$ cat src/hw/atf_pkg.sv
// constants shared by the converter trigger and result-format block
package atf_pkg;
    localparam int unsigned RES_W = 10;

    // register byte offsets on the bus
    localparam logic [4:0] OFS_CTRL   = 5'h00;
    localparam logic [4:0] OFS_CFG    = 5'h04;
    localparam logic [4:0] OFS_TRIG   = 5'h08;
    localparam logic [4:0] OFS_RESH   = 5'h0c;
    localparam logic [4:0] OFS_RESL   = 5'h10;
    localparam logic [4:0] OFS_SAMPLE = 5'h14;
    localparam logic [4:0] OFS_FLAGS  = 5'h18;

    // conversion_control fields
    localparam int unsigned CTRL_ON_BIT = 0;
    localparam int unsigned CTRL_GO_BIT = 1;
    localparam int unsigned CTRL_CH_LSB = 2;
    localparam logic [7:0]  CTRL_MASK   = 8'h7f;
    // conversion_config fields
    localparam int unsigned CFG_JUST_BIT = 7;
    localparam logic [7:0]  CFG_MASK     = 8'hf3;
    // trigger_select_control fields
    localparam int unsigned TRIG_LSB   = 4;
    localparam logic [7:0]  TRIG_MASK  = 8'hf0;
    localparam logic [7:0]  TRIG_RESET = 8'h00;
    // flags register bits
    localparam int unsigned FLG_DONE = 0;
    localparam int unsigned FLG_T0   = 1;
    localparam int unsigned FLG_T1   = 2;

    // trigger source codes
    localparam logic [3:0] SRC_NONE  = 4'h0;
    localparam logic [3:0] SRC_T0    = 4'h3;
    localparam logic [3:0] SRC_T1    = 4'h4;
    localparam logic [3:0] SRC_T2    = 4'h5;
    localparam logic [3:0] SRC_C1    = 4'h6;
    localparam logic [3:0] SRC_C2    = 4'h7;
    localparam logic [3:0] SRC_LC1   = 4'h8;
    localparam logic [3:0] SRC_LC4   = 4'hb;
    localparam int unsigned N_SRC    = 9;

    // conversion clock: one bit decision per this many device clocks
    localparam int unsigned BIT_DIV  = 4;

    localparam logic [1:0] RESP_OKAY   = 2'b00;
    localparam logic [1:0] RESP_SLVERR = 2'b10;

    typedef enum logic [1:0] {
        CV_IDLE = 2'b00,
        CV_RUN  = 2'b01,
        CV_LOAD = 2'b11
    } atf_conv_state_t;
endpackage

$ cat src/hw/atf_edge_detect.sv
// rising edge detectors for all trigger sources
`timescale 1ns/1ns
module atf_edge_detect #(
    parameter int unsigned N = 9
) (
    input  wire logic         CLOCK,
    input  wire logic         RST,
    input  wire logic [N-1:0] level,
    output logic      [N-1:0] rise
);
    logic [N-1:0] prev;

    genvar i;
    generate
        for (i = 0; i < N; i++) begin : g_edge
            always_ff @(posedge CLOCK or posedge RST) begin
                if (RST) begin
                    prev[i] <= 1'b0;
                end else begin
                    prev[i] <= level[i];
                end
            end
            // current sampled level against previous clock's level
            assign rise[i] = level[i] & ~prev[i];
        end
    endgenerate
endmodule

$ cat src/hw/atf_sar.sv
// successive-approximation sequencer; stops early on abort
`timescale 1ns/1ns
module atf_sar #(
    parameter int unsigned W = 10
) (
    input  wire logic         CLOCK,
    input  wire logic         RST,
    input  wire logic         start,
    input  wire logic         abort,
    input  wire logic         bit_tick,
    input  wire logic         cmp_in,
    output logic              busy,
    output logic              done,
    output logic      [W-1:0] value
);
    logic [W-1:0] acc;
    logic [W-1:0] probe;
    logic         last_bit;

    always_ff @(posedge CLOCK or posedge RST) begin
        if (RST) begin
            acc      <= '0;
            probe    <= '0;
            busy     <= 1'b0;
            done     <= 1'b0;
            value    <= '0;
            last_bit <= 1'b0;
        end else begin
            done <= 1'b0;
            if (start && !busy) begin
                acc      <= '0;
                probe    <= {1'b1, {(W-1){1'b0}}};
                busy     <= 1'b1;
                last_bit <= 1'b0;
            end else if (busy && abort) begin
                // unfinished bits copy the last decided bit
                for (int k = 0; k < W; k++) begin
                    value[k] <= probe[k] ? last_bit : acc[k];
                    if (probe[k]) begin
                        for (int j = 0; j < k; j++) begin
                            value[j] <= last_bit;
                        end
                    end
                end
                busy <= 1'b0;
                done <= 1'b1;
            end else if (busy && bit_tick) begin
                acc      <= acc | (cmp_in ? probe : '0);
                last_bit <= cmp_in;
                probe    <= probe >> 1;
                if (probe[0]) begin
                    value <= acc | (cmp_in ? probe : '0);
                    busy  <= 1'b0;
                    done  <= 1'b1;
                end
            end
        end
    end
endmodule

$ cat src/hw/atf_top.sv
// converter control: auto trigger, sequencing, result format and bus slave
//
// Design decisions made here: the register addresses and the AXI4-Lite register port.
`timescale 1ns/1ns
//
// Overview of operation
// - trigger source field in upper nibble, reset zero, lower nibble reads zero
// - code 0 none, 3..7 timers and comparators, 8..11 logic cells, rest reserved
// - only a rising edge of the selected source starts a conversion
// - timer0 and timer1 wrap events still set their own interrupt flags
// - left justified: result bits 9..2 fill the high byte
// - left justified: bits 1..0 in low byte bits 7..6, rest zero
// - right justified: bits 9..8 in high byte bits 1..0, rest zero
// - right justified: result bits 7..0 fill the low byte
// - qualifying trigger edge sets the in-progress flag like a software start
// - completion clears in-progress, sets done flag, loads result registers
// - six unused result bits forced to zero on every load
// - clearing in-progress early stores partial result, unfinished bits repeat last
module atf_top (
    input  wire logic        CLOCK,
    input  wire logic        RST,
    input  wire logic        S_AXI_AWVALID,
    output logic             S_AXI_AWREADY,
    input  wire logic [31:0] S_AXI_AWADDR,
    input  wire logic        S_AXI_WVALID,
    output logic             S_AXI_WREADY,
    input  wire logic [31:0] S_AXI_WDATA,
    input  wire logic [3:0]  S_AXI_WSTRB,
    output logic             S_AXI_BVALID,
    input  wire logic        S_AXI_BREADY,
    output logic      [1:0]  S_AXI_BRESP,
    input  wire logic        S_AXI_ARVALID,
    output logic             S_AXI_ARREADY,
    input  wire logic [31:0] S_AXI_ARADDR,
    output logic             S_AXI_RVALID,
    input  wire logic        S_AXI_RREADY,
    output logic      [31:0] S_AXI_RDATA,
    output logic      [1:0]  S_AXI_RRESP,
    input  wire logic        TIMER0_WRAP_EVENT,
    input  wire logic        TIMER1_WRAP_EVENT,
    input  wire logic        TIMER2_PERIOD_HIT,
    input  wire logic        COMPARATOR1_SYNCED_OUT,
    input  wire logic        COMPARATOR2_SYNCED_OUT,
    input  wire logic [3:0]  LOGIC_CELL_OUTPUT,
    input  wire logic        SAR_COMPARE,
    output logic             SAMPLE_HOLD,
    output logic      [4:0]  INPUT_CHANNEL_SELECT,
    output logic             CONVERTER_POWER_ON,
    output logic             CONVERSION_DONE_FLAG,
    output logic             TIMER0_FLAG,
    output logic             TIMER1_FLAG
);
    import atf_pkg::*;

    logic [7:0]         conversion_control;
    logic [7:0]         conversion_config;
    logic [7:0]         trigger_select_control;
    logic [7:0]         result_high_byte;
    logic [7:0]         result_low_byte;
    logic [2:0]         flags;
    logic               go;
    logic [N_SRC-1:0]   src_level;
    logic [N_SRC-1:0]   src_rise;
    logic [3:0]         trigger_source_select;
    logic               trig_start;
    logic               sar_busy;
    logic               sar_done;
    logic [RES_W-1:0]   conversion_result;
    logic               sw_go_set;
    logic               sw_go_clr;
    logic [1:0]         div_cnt;
    logic               bit_tick;
    logic               aw_held;
    logic               w_held;
    logic [4:0]         aw_addr;
    logic [7:0]         w_byte;
    logic               w_lane0;
    logic               do_write;
    logic [7:0]         rd_byte;
    logic               rd_hit;
    logic [4:0]         ar_addr;
    atf_conv_state_t    state;

    assign trigger_source_select = trigger_select_control[7:TRIG_LSB];
    assign src_level = {LOGIC_CELL_OUTPUT, COMPARATOR2_SYNCED_OUT, COMPARATOR1_SYNCED_OUT,
                        TIMER2_PERIOD_HIT, TIMER1_WRAP_EVENT, TIMER0_WRAP_EVENT};

    atf_edge_detect #(.N(N_SRC)) atf_edge_detect_i (
        .CLOCK (CLOCK),
        .RST   (RST),
        .level (src_level),
        .rise  (src_rise)
    );

    // decode: codes outside 3..11 select nothing
    always_comb begin
        trig_start = 1'b0;
        if (trigger_source_select >= SRC_T0 && trigger_source_select <= SRC_LC4) begin
            trig_start = src_rise[trigger_source_select - SRC_T0];
        end
    end

    // bit-decision clock enable
    always_ff @(posedge CLOCK or posedge RST) begin
        if (RST) begin
            div_cnt <= '0;
        end else begin
            div_cnt <= (div_cnt == 2'(BIT_DIV - 1)) ? 2'b00 : div_cnt + 2'b01;
        end
    end
    assign bit_tick = (div_cnt == 2'(BIT_DIV - 1));

    // bus write path: address and data accepted in either order
    assign S_AXI_AWREADY = !aw_held && !S_AXI_BVALID;
    assign S_AXI_WREADY  = !w_held && !S_AXI_BVALID;
    assign do_write      = aw_held && w_held;

    always_ff @(posedge CLOCK or posedge RST) begin
        if (RST) begin
            aw_held      <= 1'b0;
            w_held       <= 1'b0;
            aw_addr      <= '0;
            w_byte       <= '0;
            w_lane0      <= 1'b0;
            S_AXI_BVALID <= 1'b0;
            S_AXI_BRESP  <= RESP_OKAY;
        end else begin
            if (S_AXI_AWVALID && S_AXI_AWREADY) begin
                aw_held <= 1'b1;
                aw_addr <= S_AXI_AWADDR[4:0];
            end
            if (S_AXI_WVALID && S_AXI_WREADY) begin
                w_held  <= 1'b1;
                w_byte  <= S_AXI_WDATA[7:0];
                w_lane0 <= S_AXI_WSTRB[0];
            end
            if (do_write) begin
                aw_held      <= 1'b0;
                w_held       <= 1'b0;
                S_AXI_BVALID <= 1'b1;
                S_AXI_BRESP  <= (aw_addr <= OFS_FLAGS && aw_addr[1:0] == 2'b00)
                                ? RESP_OKAY : RESP_SLVERR;
            end else if (S_AXI_BVALID && S_AXI_BREADY) begin
                S_AXI_BVALID <= 1'b0;
            end
        end
    end

    assign sw_go_set = do_write && w_lane0 && aw_addr == OFS_CTRL && w_byte[CTRL_GO_BIT];
    assign sw_go_clr = do_write && w_lane0 && aw_addr == OFS_CTRL && !w_byte[CTRL_GO_BIT];

    always_ff @(posedge CLOCK or posedge RST) begin
        if (RST) begin
            conversion_control     <= '0;
            conversion_config      <= '0;
            trigger_select_control <= TRIG_RESET;
        end else if (do_write && w_lane0) begin
            if (aw_addr == OFS_CTRL) begin
                conversion_control <= w_byte & CTRL_MASK;
            end else if (aw_addr == OFS_CFG) begin
                conversion_config <= w_byte & CFG_MASK;
            end else if (aw_addr == OFS_TRIG) begin
                trigger_select_control <= w_byte & TRIG_MASK;
            end
        end
    end

    // conversion-in-progress flag; a start that arrives while power is off is dropped
    always_ff @(posedge CLOCK or posedge RST) begin
        if (RST) begin
            go    <= 1'b0;
            state <= CV_IDLE;
        end else begin
            case (state)
                CV_IDLE: begin
                    if (conversion_control[CTRL_ON_BIT] && (sw_go_set || trig_start)) begin
                        go    <= 1'b1;
                        state <= CV_RUN;
                    end
                end
                CV_RUN: begin
                    if (sw_go_clr) begin
                        go <= 1'b0;
                    end
                    if (sar_done) begin
                        state <= CV_LOAD;
                    end
                end
                CV_LOAD: begin
                    go    <= 1'b0;
                    state <= CV_IDLE;
                end
                default: begin
                    state <= CV_IDLE;
                end
            endcase
        end
    end

    // a finished run must not restart in the cycle its result is handed over
    atf_sar #(.W(RES_W)) atf_sar_i (
        .CLOCK    (CLOCK),
        .RST      (RST),
        .start    (state == CV_RUN && go && !sar_done),
        .abort    (sw_go_clr && state == CV_RUN),
        .bit_tick (bit_tick),
        .cmp_in   (SAR_COMPARE),
        .busy     (sar_busy),
        .done     (sar_done),
        .value    (conversion_result)
    );

    // result load; software may also write the result bytes directly
    always_ff @(posedge CLOCK or posedge RST) begin
        if (RST) begin
            result_high_byte <= '0;
            result_low_byte  <= '0;
        end else if (state == CV_LOAD) begin
            if (conversion_config[CFG_JUST_BIT]) begin
                result_high_byte <= {6'h00, conversion_result[9:8]};
                result_low_byte  <= conversion_result[7:0];
            end else begin
                result_high_byte <= conversion_result[9:2];
                result_low_byte  <= {conversion_result[1:0], 6'h00};
            end
        end else if (do_write && w_lane0 && aw_addr == OFS_RESH) begin
            result_high_byte <= w_byte;
        end else if (do_write && w_lane0 && aw_addr == OFS_RESL) begin
            result_low_byte <= w_byte;
        end
    end

    // sticky flags: hardware set wins over a software clear
    always_ff @(posedge CLOCK or posedge RST) begin
        if (RST) begin
            flags <= '0;
        end else begin
            if (do_write && w_lane0 && aw_addr == OFS_FLAGS) begin
                flags <= flags & ~w_byte[2:0];
            end
            if (state == CV_LOAD) begin
                flags[FLG_DONE] <= 1'b1;
            end
            if (src_rise[0]) begin
                flags[FLG_T0] <= 1'b1;
            end
            if (src_rise[1]) begin
                flags[FLG_T1] <= 1'b1;
            end
        end
    end

    // read mux
    always_comb begin
        rd_byte = 8'h00;
        rd_hit  = 1'b1;
        if (ar_addr == OFS_CTRL) begin
            rd_byte = {conversion_control[7:2], go, conversion_control[0]};
        end else if (ar_addr == OFS_CFG) begin
            rd_byte = conversion_config;
        end else if (ar_addr == OFS_TRIG) begin
            rd_byte = trigger_select_control;
        end else if (ar_addr == OFS_RESH) begin
            rd_byte = result_high_byte;
        end else if (ar_addr == OFS_RESL) begin
            rd_byte = result_low_byte;
        end else if (ar_addr == OFS_SAMPLE) begin
            rd_byte = {7'h00, sar_busy};
        end else if (ar_addr == OFS_FLAGS) begin
            rd_byte = {5'h00, flags};
        end else begin
            rd_hit = 1'b0;
        end
    end

    assign ar_addr       = S_AXI_ARADDR[4:0];
    assign S_AXI_ARREADY = !S_AXI_RVALID;

    always_ff @(posedge CLOCK or posedge RST) begin
        if (RST) begin
            S_AXI_RVALID <= 1'b0;
            S_AXI_RDATA  <= '0;
            S_AXI_RRESP  <= RESP_OKAY;
        end else if (S_AXI_ARVALID && S_AXI_ARREADY) begin
            S_AXI_RVALID <= 1'b1;
            S_AXI_RDATA  <= {24'h000000, rd_byte};
            S_AXI_RRESP  <= (rd_hit && S_AXI_ARADDR[31:5] == '0) ? RESP_OKAY : RESP_SLVERR;
        end else if (S_AXI_RVALID && S_AXI_RREADY) begin
            S_AXI_RVALID <= 1'b0;
        end
    end

    // sampling stays closed while acquiring; acquisition length is software's job
    assign SAMPLE_HOLD          = sar_busy;
    assign INPUT_CHANNEL_SELECT = conversion_control[6:CTRL_CH_LSB];
    assign CONVERTER_POWER_ON   = conversion_control[CTRL_ON_BIT];
    assign CONVERSION_DONE_FLAG = flags[FLG_DONE];
    assign TIMER0_FLAG          = flags[FLG_T0];
    assign TIMER1_FLAG          = flags[FLG_T1];
endmodule

$ cat config.mk
export PLATFORM = sky130hd
export DESIGN_NAME = atf_top
export DESIGN_NICKNAME = d
export VERILOG_FILES = /design/src/hw/atf_pkg.sv /design/src/hw/atf_edge_detect.sv /design/src/hw/atf_sar.sv /design/src/hw/atf_top.sv
export SDC_FILE = /design/constraint.sdc
export NUM_CORES = 1
export LEC_CHECK = 0
export ABC_CLOCK_PERIOD_IN_PS = 4510
export BUFFER_PORTS_ARGS = -buffer_cell sky130_fd_sc_hd__buf_4
export CORE_MARGIN = 2
export CORE_UTILIZATION = 51
export DETAILED_ROUTE_END_ITERATION = 6
export HOLD_SLACK_MARGIN = 0.15
export PLACE_DENSITY = 0.8
export RECOVER_POWER = 100
export SKIP_CTS_REPAIR_TIMING = 1
export SYNTH_ARGS = -nofsm -noshare
export SYNTH_HDL_FRONTEND = slang
export SYNTH_SLANG_ARGS = --single-unit
$ cat constraint.sdc
create_clock -name CLOCK -period 4.51 [get_ports CLOCK]
set_clock_uncertainty 0.15 [all_clocks]
set_input_delay 0.2255 -clock CLOCK [delete_from_list [all_inputs] [get_ports CLOCK]]
set_output_delay 0.2255 -clock CLOCK [all_outputs]
set_load 0.005 [all_outputs]
==> run summary, run 1 <==
initial antenna violation count: 0
CP max FO: 74
final setup violation count: 0
Synth Flop Type: dfrtp_1
first-pass GRT wire length: 19500 µm
Synth async-reset ratio: 100%
Final Util: 62.6%
Worst Tran Pin Value: 1.95 ns
max incr delay on CP: 1.47 ns
Seq. cell area: 2750 µm²
fmax: 326 MHz
worst-skew pair later-pin latency: 0.36 ns
Largest delay share family, worst path: buffers and inverters
Syn Area/Cell: 10.5 µm²
dpl cells: 710
area of the multi-input gates: 2320 µm²
Tot Pwr: 3.11 mW
vias in the first global route: 4000
Area Growth Syn to Fin: 19.8%
CP bufs+invs: 4
leakage power: 2.91 nW
R2R Setup Slk: 1.93 ns
# rows: 37
non-filler cells, final: 755
# IOs: 168
drt initial violations: 269
gpl congestion: 0.876
max-slew violation total from the final report: 38
I/O Buffers: 87
Seq/Total Area, Yosys: 51.2%
Worst Path Arrival: 3.01 ns
DR DRC count: 0
Num CTS Buffers: 9
RSZ-0062 raised after global routing: no
Mapped Area: 5370 µm²
H-tree depth: 3
pin count of the biggest net entering global routing: 75
Ant. Diodes: 0
Relative slew margins: -29.9%
max_cap viols: 1
Worst path slowest cell: clkbuf_1
crit end category: asynchronous set/reset pin
critical path required time: 4.45 ns
final worst-path cycle share: 68.0%
Starting Density: 52.3%
die width: 107 µm
warning count from the yosys run: 0
Total Wirelength: 12600 µm
layout cells sized above 1: 22.6%
Die Ht: 107 µm
number of vias per cell: 5.61
status: complete, but fails checks
worst path cell trace: dlygate4sd3_1 > clkbuf_1 > inv_4 > clkbuf_1
type of the worst setup path: in2async
Max rail drop VDD: 401 µV
die footprint: 11400 µm²
clock tree buffer depth: 2
core area: 10300 µm²
Post-synth EDFFs: 0
Yosys reg bits: 110
Gate Count Post-Synth: 510
violated checks: capacitance limit, slew limit
clock slew at reported path FFs: 0.09 ns
Initial DRT Pass Iterations: 4
GRT Resource Usage Total: 21.6%
via count: 4235
Final nets: 734
cell repeated most along the worst path: clkbuf_1
Final min period: 3.07 ns
Cell Pwr Density: 484 nW/µm²
Routed Antenna Nets: 0
Avg WL per Cell: 16.7 µm
fillers: 811
WHS: 0.127 ns
Sink Count: 110
critical path launch point type: input port
Hold Fails Final Rpt: 0
grt ovf: 0
TritonCTS clock tree: built
min-delay worst type: in2reg
synth unique cells: 64
TNS Setup: 0 ns
root buf cell: clkbuf_8
hpwl dp: 8890 µm
through the flow:
step / setup WS, ns / area, µm²
6_report: 1.44 / 6430
3_5_place_dp: 2.00 / 6000
5_1_grt: 0.920 / 6430
3_3_place_gp: 2.09 / 6000
2_1_floorplan: 1.23 / 5470
4_1_cts: 1.99 / 6170
kinds of logic after synthesis:
kind of cell | share of synthesized area [%]
AND/OR/NAND/NOR | 14.3
XOR/XNOR | 0.326
AO/OA/AOI/OAI | 15.2
other | 0.0698
adder cells (fa/ha/maj) | 0.466
multiplexers | 11.3
buffers and inverters | 7.01
flip-flops | 51.2
cell usage in the layout, fill, tap and decap left out, types with 6 or more instances in the layout:
master         synthesis  routed
buf_4                 26      51
nand2b_1               7       7
mux2_2                35      35
a21oi_1               29      29
a22o_1                 9       9
nor2_1                37      37
dlygate4sd3_1          0      30
mux2i_1               20      20
a211oi_1               6       6
nand2_1               31      31
nand3_1               16      16
clkbuf_8               0      10
nor4_1                 9      10
o21ai_0               31      32
clkbuf_4               0      33
inv_1                 16      15
conb_1                 1      26
dfrtp_1              110     110
nand3b_1               6       6
clkbuf_1              17       6
nor2b_1                9       9
synth_stat cells (5+ instances only):
| cell | instances | area share (%) |
|---|---|---|
| a32oi_1 | 5 | 0.82 |
| mux2i_1 | 20 | 3.7 |
| a21o_1 | 5 | 0.70 |
| nor4_1 | 9 | 1.0 |
| nor2b_1 | 9 | 1.0 |
| nor2_1 | 37 | 2.6 |
| o21ai_0 | 31 | 2.9 |
| nand2_1 | 31 | 2.2 |
| and2_1 | 6 | 0.70 |
| nand2b_1 | 7 | 0.82 |
| buf_4 | 26 | 3.6 |
| dfrtp_1 | 110 | 51 |
| inv_1 | 16 | 1.1 |
| a211oi_1 | 6 | 0.84 |
| nand3_1 | 16 | 1.5 |
| a31oi_1 | 5 | 0.58 |
| clkbuf_1 | 17 | 1.2 |
| mux2_2 | 35 | 7.3 |
| a22o_1 | 9 | 1.5 |
| a21oi_1 | 29 | 2.7 |
| nand3b_1 | 6 | 0.84 |
per-layer routing:
metal	wire (µm)	GRT usage, %	vias up	part of all wire [%]
met5	0	0	-	0
met4	157	5.66	0	1.2
met3	839	4.01	11	6.6
met2	6390	37.9	160	51
met1	5240	27.6	2058	41
li1	-	-	2006	-
worst register-to-register path: stages (launching register included):
cell	delay, ns
dfrtp_1	0.56
nor4bb_1	0.54
and3_1	0.48
nand2b_1	0.19
mux2_1	0.34
a32o_1	0.22
sequential cells by signal, summed over array words and instances (netlist names), 8 cells and up:
name,count
result_high_byte,8
w_byte,8
result_low_byte,8
atf_sar_i.acc,10
atf_edge_detect_i.prev,9
S_AXI_RDATA,8
atf_sar_i.probe,10
atf_sar_i.value,10
cell type report:
type                            instances  share of cell area [%]
Clock buffer                           10                    2.14
Clock inverter                          5                   0.544
Inverter                               16                   0.972
Multi-Input combinational cell        358                    36.1
Sequential cell                       110                    42.8
Tap cell                              136                    2.64
Timing Repair Buffer                  120                    14.8
final timing paths:
check	start	endpoint	depth (start not counted)
max	RST	result_high_byte[0]$_DFFE_PP0P_	4
min	S_AXI_ARADDR[0]	S_AXI_RDATA[0]$_DFFE_PP0P_	4
max reg2reg	atf_sar_i.busy$_DFFE_PP0P_	atf_sar_i.value[3]$_DFFE_PP0P_	5
min reg2reg	div_cnt[0]$_DFF_PP0_	div_cnt[0]$_DFF_PP0_	1
max in group CLOCK	S_AXI_ARADDR[21]	S_AXI_RRESP[1]$_DFFE_PP0P_	8
min in group asynchronous	RST	div_cnt[0]$_DFF_PP0_	3
power breakdown:
part	switching, mW	internal, mW	leakage, nW
Clock	0.320	0.214	0.0885
Combinational	0.419	0.498	1.42
Sequential	0.371	1.29	1.40
(Power assumes the default switching activity.)
==> run 2, diff against run 1 <==
--- a/config.mk
+++ b/config.mk
@@ -5,13 +5,13 @@
 export SDC_FILE = /design/constraint.sdc
 export NUM_CORES = 1
 export LEC_CHECK = 0
-export ABC_CLOCK_PERIOD_IN_PS = 4510
+export ABC_CLOCK_PERIOD_IN_PS = 2740
 export BUFFER_PORTS_ARGS = -buffer_cell sky130_fd_sc_hd__buf_4
 export CORE_MARGIN = 2
-export CORE_UTILIZATION = 51
+export CORE_UTILIZATION = 46
 export DETAILED_ROUTE_END_ITERATION = 6
 export HOLD_SLACK_MARGIN = 0.15
-export PLACE_DENSITY = 0.8
+export PLACE_DENSITY = 0.76
 export RECOVER_POWER = 100
 export SKIP_CTS_REPAIR_TIMING = 1
 export SYNTH_ARGS = -nofsm -noshare
==> constraint.sdc (replaced) <==
create_clock -name CLOCK -period 2.74 [get_ports CLOCK]
set_clock_uncertainty 0.15 [all_clocks]
set_input_delay 0.137 -clock CLOCK [delete_from_list [all_inputs] [get_ports CLOCK]]
set_output_delay 0.137 -clock CLOCK [all_outputs]
set_load 0.005 [all_outputs]
==> run 2 against run 1 <==
Against the previous run:
- the flow finishes with violations (capacitance limit)
- non-clock buffer count up 10
- worst hold slack better by 0.027 ns
- final cell count up 2.4%
- wire length up 4.0%
- sequential share of layout area down 1.8 points
- via count up 0.85%
- sequential power up 63%
- combinational power up 69%
- first-iteration DRC count down 6.3%
- flip-flop and latch count unchanged
- register-to-register slack worse by 1.8 ns
==> run summary, run 2 (synthesis results as in run 1) <==
first-pass GRT wire length: 20400 µm (was 19500 µm)
Area Growth Syn to Fin: 24.9% (was 19.8%)
Starting Density: 47.1% (was 52.3%)
Num CTS Buffers: 9 (unchanged)
Reg-to-Reg Start: atf_sar_i.probe[9]$_DFFE_PP0P_ (was atf_sar_i.busy$_DFFE_PP0P_)
Hold Fails Final Rpt: 0 (unchanged)
Area after DPL: 6090 µm² (was 6000 µm²)
die width: 112 µm (was 107 µm)
WHS: 0.154 ns (was 0.127 ns)
Sink Count: 110 (unchanged)
DR DRC count: 0 (unchanged)
root buf cell: clkbuf_16 (was clkbuf_8)
clock tree buffer depth: 2 (unchanged)
type of the worst setup path: in2reg (was in2async)
Tot Pwr: 5.77 mW (was 3.11 mW)
pin count of the biggest net entering global routing: 42 (was 75)
fillers: 922 (was 811)
Total Wirelength: 13100 µm (was 12600 µm)
core area: 11400 µm² (was 10300 µm²)
Cell Pwr Density: 859 nW/µm² (was 484 nW/µm²)
RSZ-0062 raised after global routing: no (unchanged)
gpl congestion: 0.847 (was 0.876)
max-slew violation total from the final report: 0 (was 38)
R2R Setup Slk: 0.18 ns (was 1.93 ns)
Worst Tran Pin Value: 1.47 ns (was 1.95 ns)
via count: 4271 (was 4235)
leakage power: 3.03 nW (was 2.91 nW)
number of vias per cell: 5.53 (was 5.61)
fmax: 382 MHz
H-tree depth: 3 (unchanged)
grt ovf: 0 (unchanged)
Die Ht: 112 µm (was 107 µm)
layout cells sized above 1: 22.5% (was 22.6%)
area of the multi-input gates: 2320 µm² (about the same)
Largest delay share family, worst path: buffers and inverters (unchanged)
min-delay worst type: in2reg (unchanged)
CP max FO: 1 (was 74)
I/O Buffers: 87 (unchanged)
FF-to-FF End: atf_sar_i.value[0]$_DFFE_PP0P_ (was atf_sar_i.value[3]$_DFFE_PP0P_)
Hold Path Origin: S_AXI_ARADDR[1] (was S_AXI_ARADDR[0])
GRT Resource Usage Total: 20.3% (was 21.6%)
critical path launch point type: input port (unchanged)
Initial DRT Pass Iterations: 5 (was 4)
CP bufs+invs: 4 (unchanged)
final worst-path cycle share: 95.5%
CP Depth: 7 (was 4)
clock slew at reported path FFs: 0.07 ns (was 0.09 ns)
Worst path slowest cell: dlygate4sd3_1 (was clkbuf_1)
cell depth of the worst hold path: 4 (unchanged)
Ant. Diodes: 0 (unchanged)
violated checks: capacitance limit (was capacitance limit, slew limit)
most frequent cells in the layout: dfrtp_1 (110), buf_4 (55), nor2_1 (37) (was dfrtp_1 (110), buf_4 (51), nor2_1 (37))
Max rail drop VDD: 370 µV (was 401 µV)
max incr delay on CP: 0.58 ns (was 1.47 ns)
initial antenna violation count: 0 (unchanged)
# rows: 39 (was 37)
TritonCTS clock tree: built (unchanged)
Seq. cell area: 2750 µm² (unchanged)
worst-skew pair later-pin latency: 0.35 ns (was 0.36 ns)
TNS Setup: 0 ns (unchanged)
vias in the first global route: 4129 (was 4000)
hpwl dp: 9040 µm (was 8890 µm)
drt initial violations: 252 (was 269)
Routed Antenna Nets: 0 (unchanged)
crit end category: flip-flop (was asynchronous set/reset pin)
final setup violation count: 0 (unchanged)
Largest regs: atf_sar_i.acc x10, atf_sar_i.probe x10, atf_sar_i.value x10 (unchanged)
Avg WL per Cell: 17.0 µm (was 16.7 µm)
critical path required time: 2.80 ns (was 4.45 ns)
Final nets: 744 (was 734)
Final Util: 58.8% (was 62.6%)
Reg2Reg Depth: 5 (unchanged)
# IOs: 168 (unchanged)
Hold EP: S_AXI_RDATA[7]$_DFFE_PP0P_ (was S_AXI_RDATA[0]$_DFFE_PP0P_)
status: complete, but fails checks (unchanged)
Final min period: 2.62 ns
Relative slew margins: 1.49% (was -29.9%)
die footprint: 12600 µm² (was 11400 µm²)
Final Cell Area: 6710 µm² (was 6430 µm²)
most common cell after layout, fill and taps aside: dfrtp_1 (unchanged)
worst path cell trace: dlygate4sd3_1 > buf_4 > or4_1 > dlygate4sd3_1 > nor4_1 > dlygate4sd3_1 > o21ai_0 (was dlygate4sd3_1 > clkbuf_1 > inv_4 > clkbuf_1)
cell repeated most along the worst path: dlygate4sd3_1 (was clkbuf_1)
Worst Path Arrival: 2.68 ns (was 3.01 ns)
max_cap viols: 1 (unchanged)
## run 2: layer usage
layer,track usage [%],vias up,share of wire [%]
met5,0,-,0
met4,7.48,0,1.9
met3,4.16,23,6.1
met2,34.5,160,50
met1,25.9,2066,42
li1,-,2022,-
## run 2: tightest hold or removal path, delay by kind of cell
kind                   cells  cell delay [ns]
AO/OA/AOI/OAI              2             0.25
buffers and inverters      1             0.10
AND/OR/NAND/NOR            1             0.13
## run 2: power by group
part,internal (mW),switching (mW)
sequential,2.13,0.570
clock,0.925,0.597
combinational,0.816,0.732
total,3.87,1.90
## run 2: through the flow
stage | std cells | worst slack [ns]
finish | 773 | 0.123
global route | 773 | 0.00421
CTS | 740 | 0.344
detailed placement | 724 | 0.383
global placement | 724 | 0.440
floorplan | 535 | 0.502
## run 2: layout make-up
type | instances | share of cell area (%)
well taps | 143 | 2.67
clock inverters | 6 | 1.71
repair buffers | 130 | 15.6
clock buffers | 10 | 3.56
flip-flops and latches | 110 | 41.0
multi-input cells | 358 | 34.6
inverters | 16 | 0.913
## run 2: worst max-delay path by stage
stage | to | from
3_3_place_gp | atf_sar_i.value[4]$_DFFE_PP0P_ | state[1]$_DFFE_PP0P_
2_1_floorplan | atf_sar_i.value[3]$_DFFE_PP0P_ | atf_sar_i.probe[9]$_DFFE_PP0P_
6_report | S_AXI_RRESP[1]$_DFFE_PP0P_ | S_AXI_ARADDR[11]
4_1_cts | atf_sar_i.value[4]$_DFFE_PP0P_ | state[1]$_DFFE_PP0P_
3_5_place_dp | atf_sar_i.value[4]$_DFFE_PP0P_ | state[1]$_DFFE_PP0P_
5_1_grt | S_AXI_RRESP[1]$_DFFE_PP0P_ | S_AXI_ARADDR[11]
==> run 3, diff against run 2 <==
--- a/config.mk
+++ b/config.mk
@@ -5,13 +5,14 @@
 export SDC_FILE = /design/constraint.sdc
 export NUM_CORES = 1
 export LEC_CHECK = 0
+export ABC_AREA = 1
 export ABC_CLOCK_PERIOD_IN_PS = 2740
 export BUFFER_PORTS_ARGS = -buffer_cell sky130_fd_sc_hd__buf_4
 export CORE_MARGIN = 2
-export CORE_UTILIZATION = 46
+export CORE_UTILIZATION = 47
 export DETAILED_ROUTE_END_ITERATION = 6
 export HOLD_SLACK_MARGIN = 0.15
-export PLACE_DENSITY = 0.76
+export PLACE_DENSITY = 0.77
 export RECOVER_POWER = 100
 export SKIP_CTS_REPAIR_TIMING = 1
 export SYNTH_ARGS = -nofsm -noshare
==> run 3 against run 2 <==
Against the previous run:
- the run now ends clean
- register-to-register slack improved by 0.23 ns
- largest power group unchanged
- sequential share of layout area fell by 0.47 points
- global-route usage rose by 0.97 points
==> run summary, run 3 <==
crit end category: flip-flop (unchanged)
Yosys reg bits: 110 (unchanged)
Final nets: 921 (was 744)
Worst Tran Pin Value: 1.45 ns (was 1.47 ns)
most frequent cells in the layout: nand2_1 (149), dfrtp_1 (110), inv_1 (91) (was dfrtp_1 (110), buf_4 (55), nor2_1 (37))
Ant. Diodes: 0 (unchanged)
initial antenna violation count: 0 (unchanged)
number of vias per cell: 5.15 (was 5.53)
Die Ht: 111 µm (was 112 µm)
gpl congestion: 0.889 (was 0.847)
core area: 11300 µm² (was 11400 µm²)
Final min period: 2.41 ns (was 2.62 ns)
FF-to-FF End: atf_sar_i.value[9]$_DFFE_PP0P_ (was atf_sar_i.value[0]$_DFFE_PP0P_)
min-delay worst type: in2reg (unchanged)
final worst-path cycle share: 87.8% (was 95.5%)
RSZ-0062 raised after global routing: no (unchanged)
Hold Path Origin: S_AXI_ARADDR[3] (was S_AXI_ARADDR[1])
Sink Count: 110 (unchanged)
GRT Resource Usage Total: 21.3% (was 20.3%)
Largest regs: atf_sar_i.acc x10, atf_sar_i.probe x10, atf_sar_i.value x10 (unchanged)
Initial DRT Pass Iterations: 5 (unchanged)
final setup violation count: 0 (unchanged)
Worst Path Arrival: 2.48 ns (was 2.68 ns)
Syn Area/Cell: 8.01 µm² (was 10.5 µm²)
Starting Density: 47.8% (was 47.1%)
Synth Flop Type: dfrtp_1 (unchanged)
drt initial violations: 278 (was 252)
TNS Setup: 0 ns (unchanged)
max-slew violation total from the final report: 0 (unchanged)
fillers: 987 (was 922)
TritonCTS clock tree: built (unchanged)
leakage power: 3.44 nW (was 3.03 nW)
# IOs: 168 (unchanged)
Gate Count Post-Synth: 676 (was 510)
clock tree buffer depth: 2 (unchanged)
Reg2Reg Depth: 10 (was 5)
warning count from the yosys run: 0 (unchanged)
Hold EP: S_AXI_RDATA[2]$_DFFE_PP0P_ (was S_AXI_RDATA[7]$_DFFE_PP0P_)
Total Wirelength: 13500 µm (was 13100 µm)
hpwl dp: 9500 µm (was 9040 µm)
worst-skew pair later-pin latency: 0.34 ns (was 0.35 ns)
Synth area leader: dfrtp_1 (unchanged)
Synth async-reset ratio: 100% (unchanged)
count leader, synth: nand2_1 (was dfrtp_1)
Mapped Area: 5410 µm² (was 5370 µm²)
Num CTS Buffers: 9 (unchanged)
largest cells by area after synthesis: dfrtp_1 (51%), nand2_1 (10%), o21ai_0 (7.0%) (was dfrtp_1 (51%), mux2_2 (7.3%), mux2i_1 (3.7%))
die width: 111 µm (was 112 µm)
# rows: 39 (unchanged)
status: finished clean (was complete, but fails checks)
most common cell after layout, fill and taps aside: nand2_1 (was dfrtp_1)
DR DRC count: 0 (unchanged)
top cell type's share of synthesized area: 50.9% (was 51.2%)
Hold Fails Final Rpt: 0 (unchanged)
Cell Pwr Density: 802 nW/µm² (was 859 nW/µm²)
via count: 4886 (was 4271)
H-tree depth: 3 (unchanged)
max_cap viols: 0 (was 1)
fmax: 416 MHz (was 382 MHz)
Seq/Total Area, Yosys: 50.9% (was 51.2%)
critical path required time: 2.82 ns (was 2.80 ns)
layout cells sized above 1: 14.0% (was 22.5%)
I/O Buffers: 87 (unchanged)
Area Growth Syn to Fin: 25.5% (was 24.9%)
Routed Antenna Nets: 0 (unchanged)
type of the worst setup path: in2reg (unchanged)
CP max FO: 5 (was 1)
Reg-to-Reg Start: aw_addr[0]$_DFFE_PP0P_ (was atf_sar_i.probe[9]$_DFFE_PP0P_)
root buf cell: clkbuf_16 (unchanged)
top post-synthesis cells by count: nand2_1 (147), dfrtp_1 (110), inv_1 (90), o21ai_0 (76), nor2_1 (69) (was dfrtp_1 (110), nor2_1 (37), mux2_2 (35), nand2_1 (31), o21ai_0 (31))
cell depth of the worst hold path: 5 (was 4)
Relative slew margins: 3.15% (was 1.49%)
first-pass GRT wire length: 21700 µm (was 20400 µm)
synth unique cells: 36 (was 64)
Avg WL per Cell: 14.2 µm (was 17.0 µm)
Max rail drop VDD: 575 µV (was 370 µV)
die footprint: 12400 µm² (was 12600 µm²)
Post-synth EDFFs: 0 (unchanged)
pin count of the biggest net entering global routing: 111 (was 42)
R2R Setup Slk: 0.41 ns (was 0.18 ns)
grt ovf: 0 (unchanged)
WHS: 0.106 ns (was 0.154 ns)
vias in the first global route: 4577 (was 4129)
critical path launch point type: input port (unchanged)
clock slew at reported path FFs: 0.07 ns (about the same)
run 3: worst max-delay path by stage:
stage / end / slack (ns) / from / cells after the start
2_1_floorplan: S_AXI_BRESP[1]$_DFFE_PP0N_ / 1.12 / RST / 1
3_5_place_dp: atf_sar_i.value[2]$_DFFE_PP0P_ / 0.57 / aw_addr[0]$_DFFE_PP0P_ / 10
3_3_place_gp: atf_sar_i.value[9]$_DFFE_PP0P_ / 0.66 / aw_addr[0]$_DFFE_PP0P_ / 10
4_1_cts: atf_sar_i.value[9]$_DFFE_PP0P_ / 0.55 / aw_addr[0]$_DFFE_PP0P_ / 10
6_report: S_AXI_RDATA[0]$_DFFE_PP0P_ / 0.33 / S_AXI_ARADDR[1] / 9
5_1_grt: atf_sar_i.value[2]$_DFFE_PP0P_ / 0.12 / aw_addr[0]$_DFFE_PP0P_ / 10
run 3: stage by stage:
step | cells | setup slack [ns] | area (µm²) | util, % | total power [mW]
floorplan | 701 | 1.12 | 5510 | - | 3.48
global placement | 895 | 0.663 | 6110 | 54.0 | 3.97
detailed placement | 895 | 0.571 | 6110 | 54.0 | 4.03
CTS | 910 | 0.548 | 6430 | 56.8 | 5.44
global route | 949 | 0.123 | 6790 | 60.0 | 5.84
finish | 949 | 0.335 | 6790 | 60.0 | 5.44
run 3: cell families after synthesis:
group                      synth area share [%]
and+or+nand+nor                            22.1
other                                    0.0693
muxes                                     0.624
AOI/OAI and AO/OA                          14.2
DFF                                        50.9
xor gates and xnor gates                  0.324
buffers and inverters                      11.4
adders and majority gates                 0.462
run 3: metal layers:
metal / up-vias / track usage [%] / wire (µm)
li1: 2390 / - / -
met1: 2301 / 26.8 / 5690
met2: 168 / 36.5 / 6760
met3: 27 / 5.74 / 799
met4: 0 / 5.51 / 262
met5: - / 0 / 0
run 3: where the power goes:
group / internal, mW / switching, mW / total (mW) / leakage, nW
registers: 2.07 / 0.362 / 2.43 / 1.41
logic: 0.648 / 0.982 / 1.63 / 1.88
clock network: 0.822 / 0.559 / 1.38 / 0.151
run 3: area by class of cell:
type	instances	area, µm²	area share [%]
multi-input cells	457	2130	31.3
inverters	96	364	5.36
clock buffers	10	239	3.52
repair buffers	128	1040	15.4
well taps	143	179	2.63
clock inverters	5	83.8	1.23
flip-flops and latches	110	2750	40.5
run 3: worst max-delay path, cell delays in order:
cell and delay [ns]:
dlygate4sd3_1 0.53, clkbuf_4 0.14, nor2_1 0.25, nand2_1 0.15
nor2_1 0.31, inv_1 0.14, o211ai_1 0.17, o21ai_0 0.08
dlygate4sd3_1 0.56
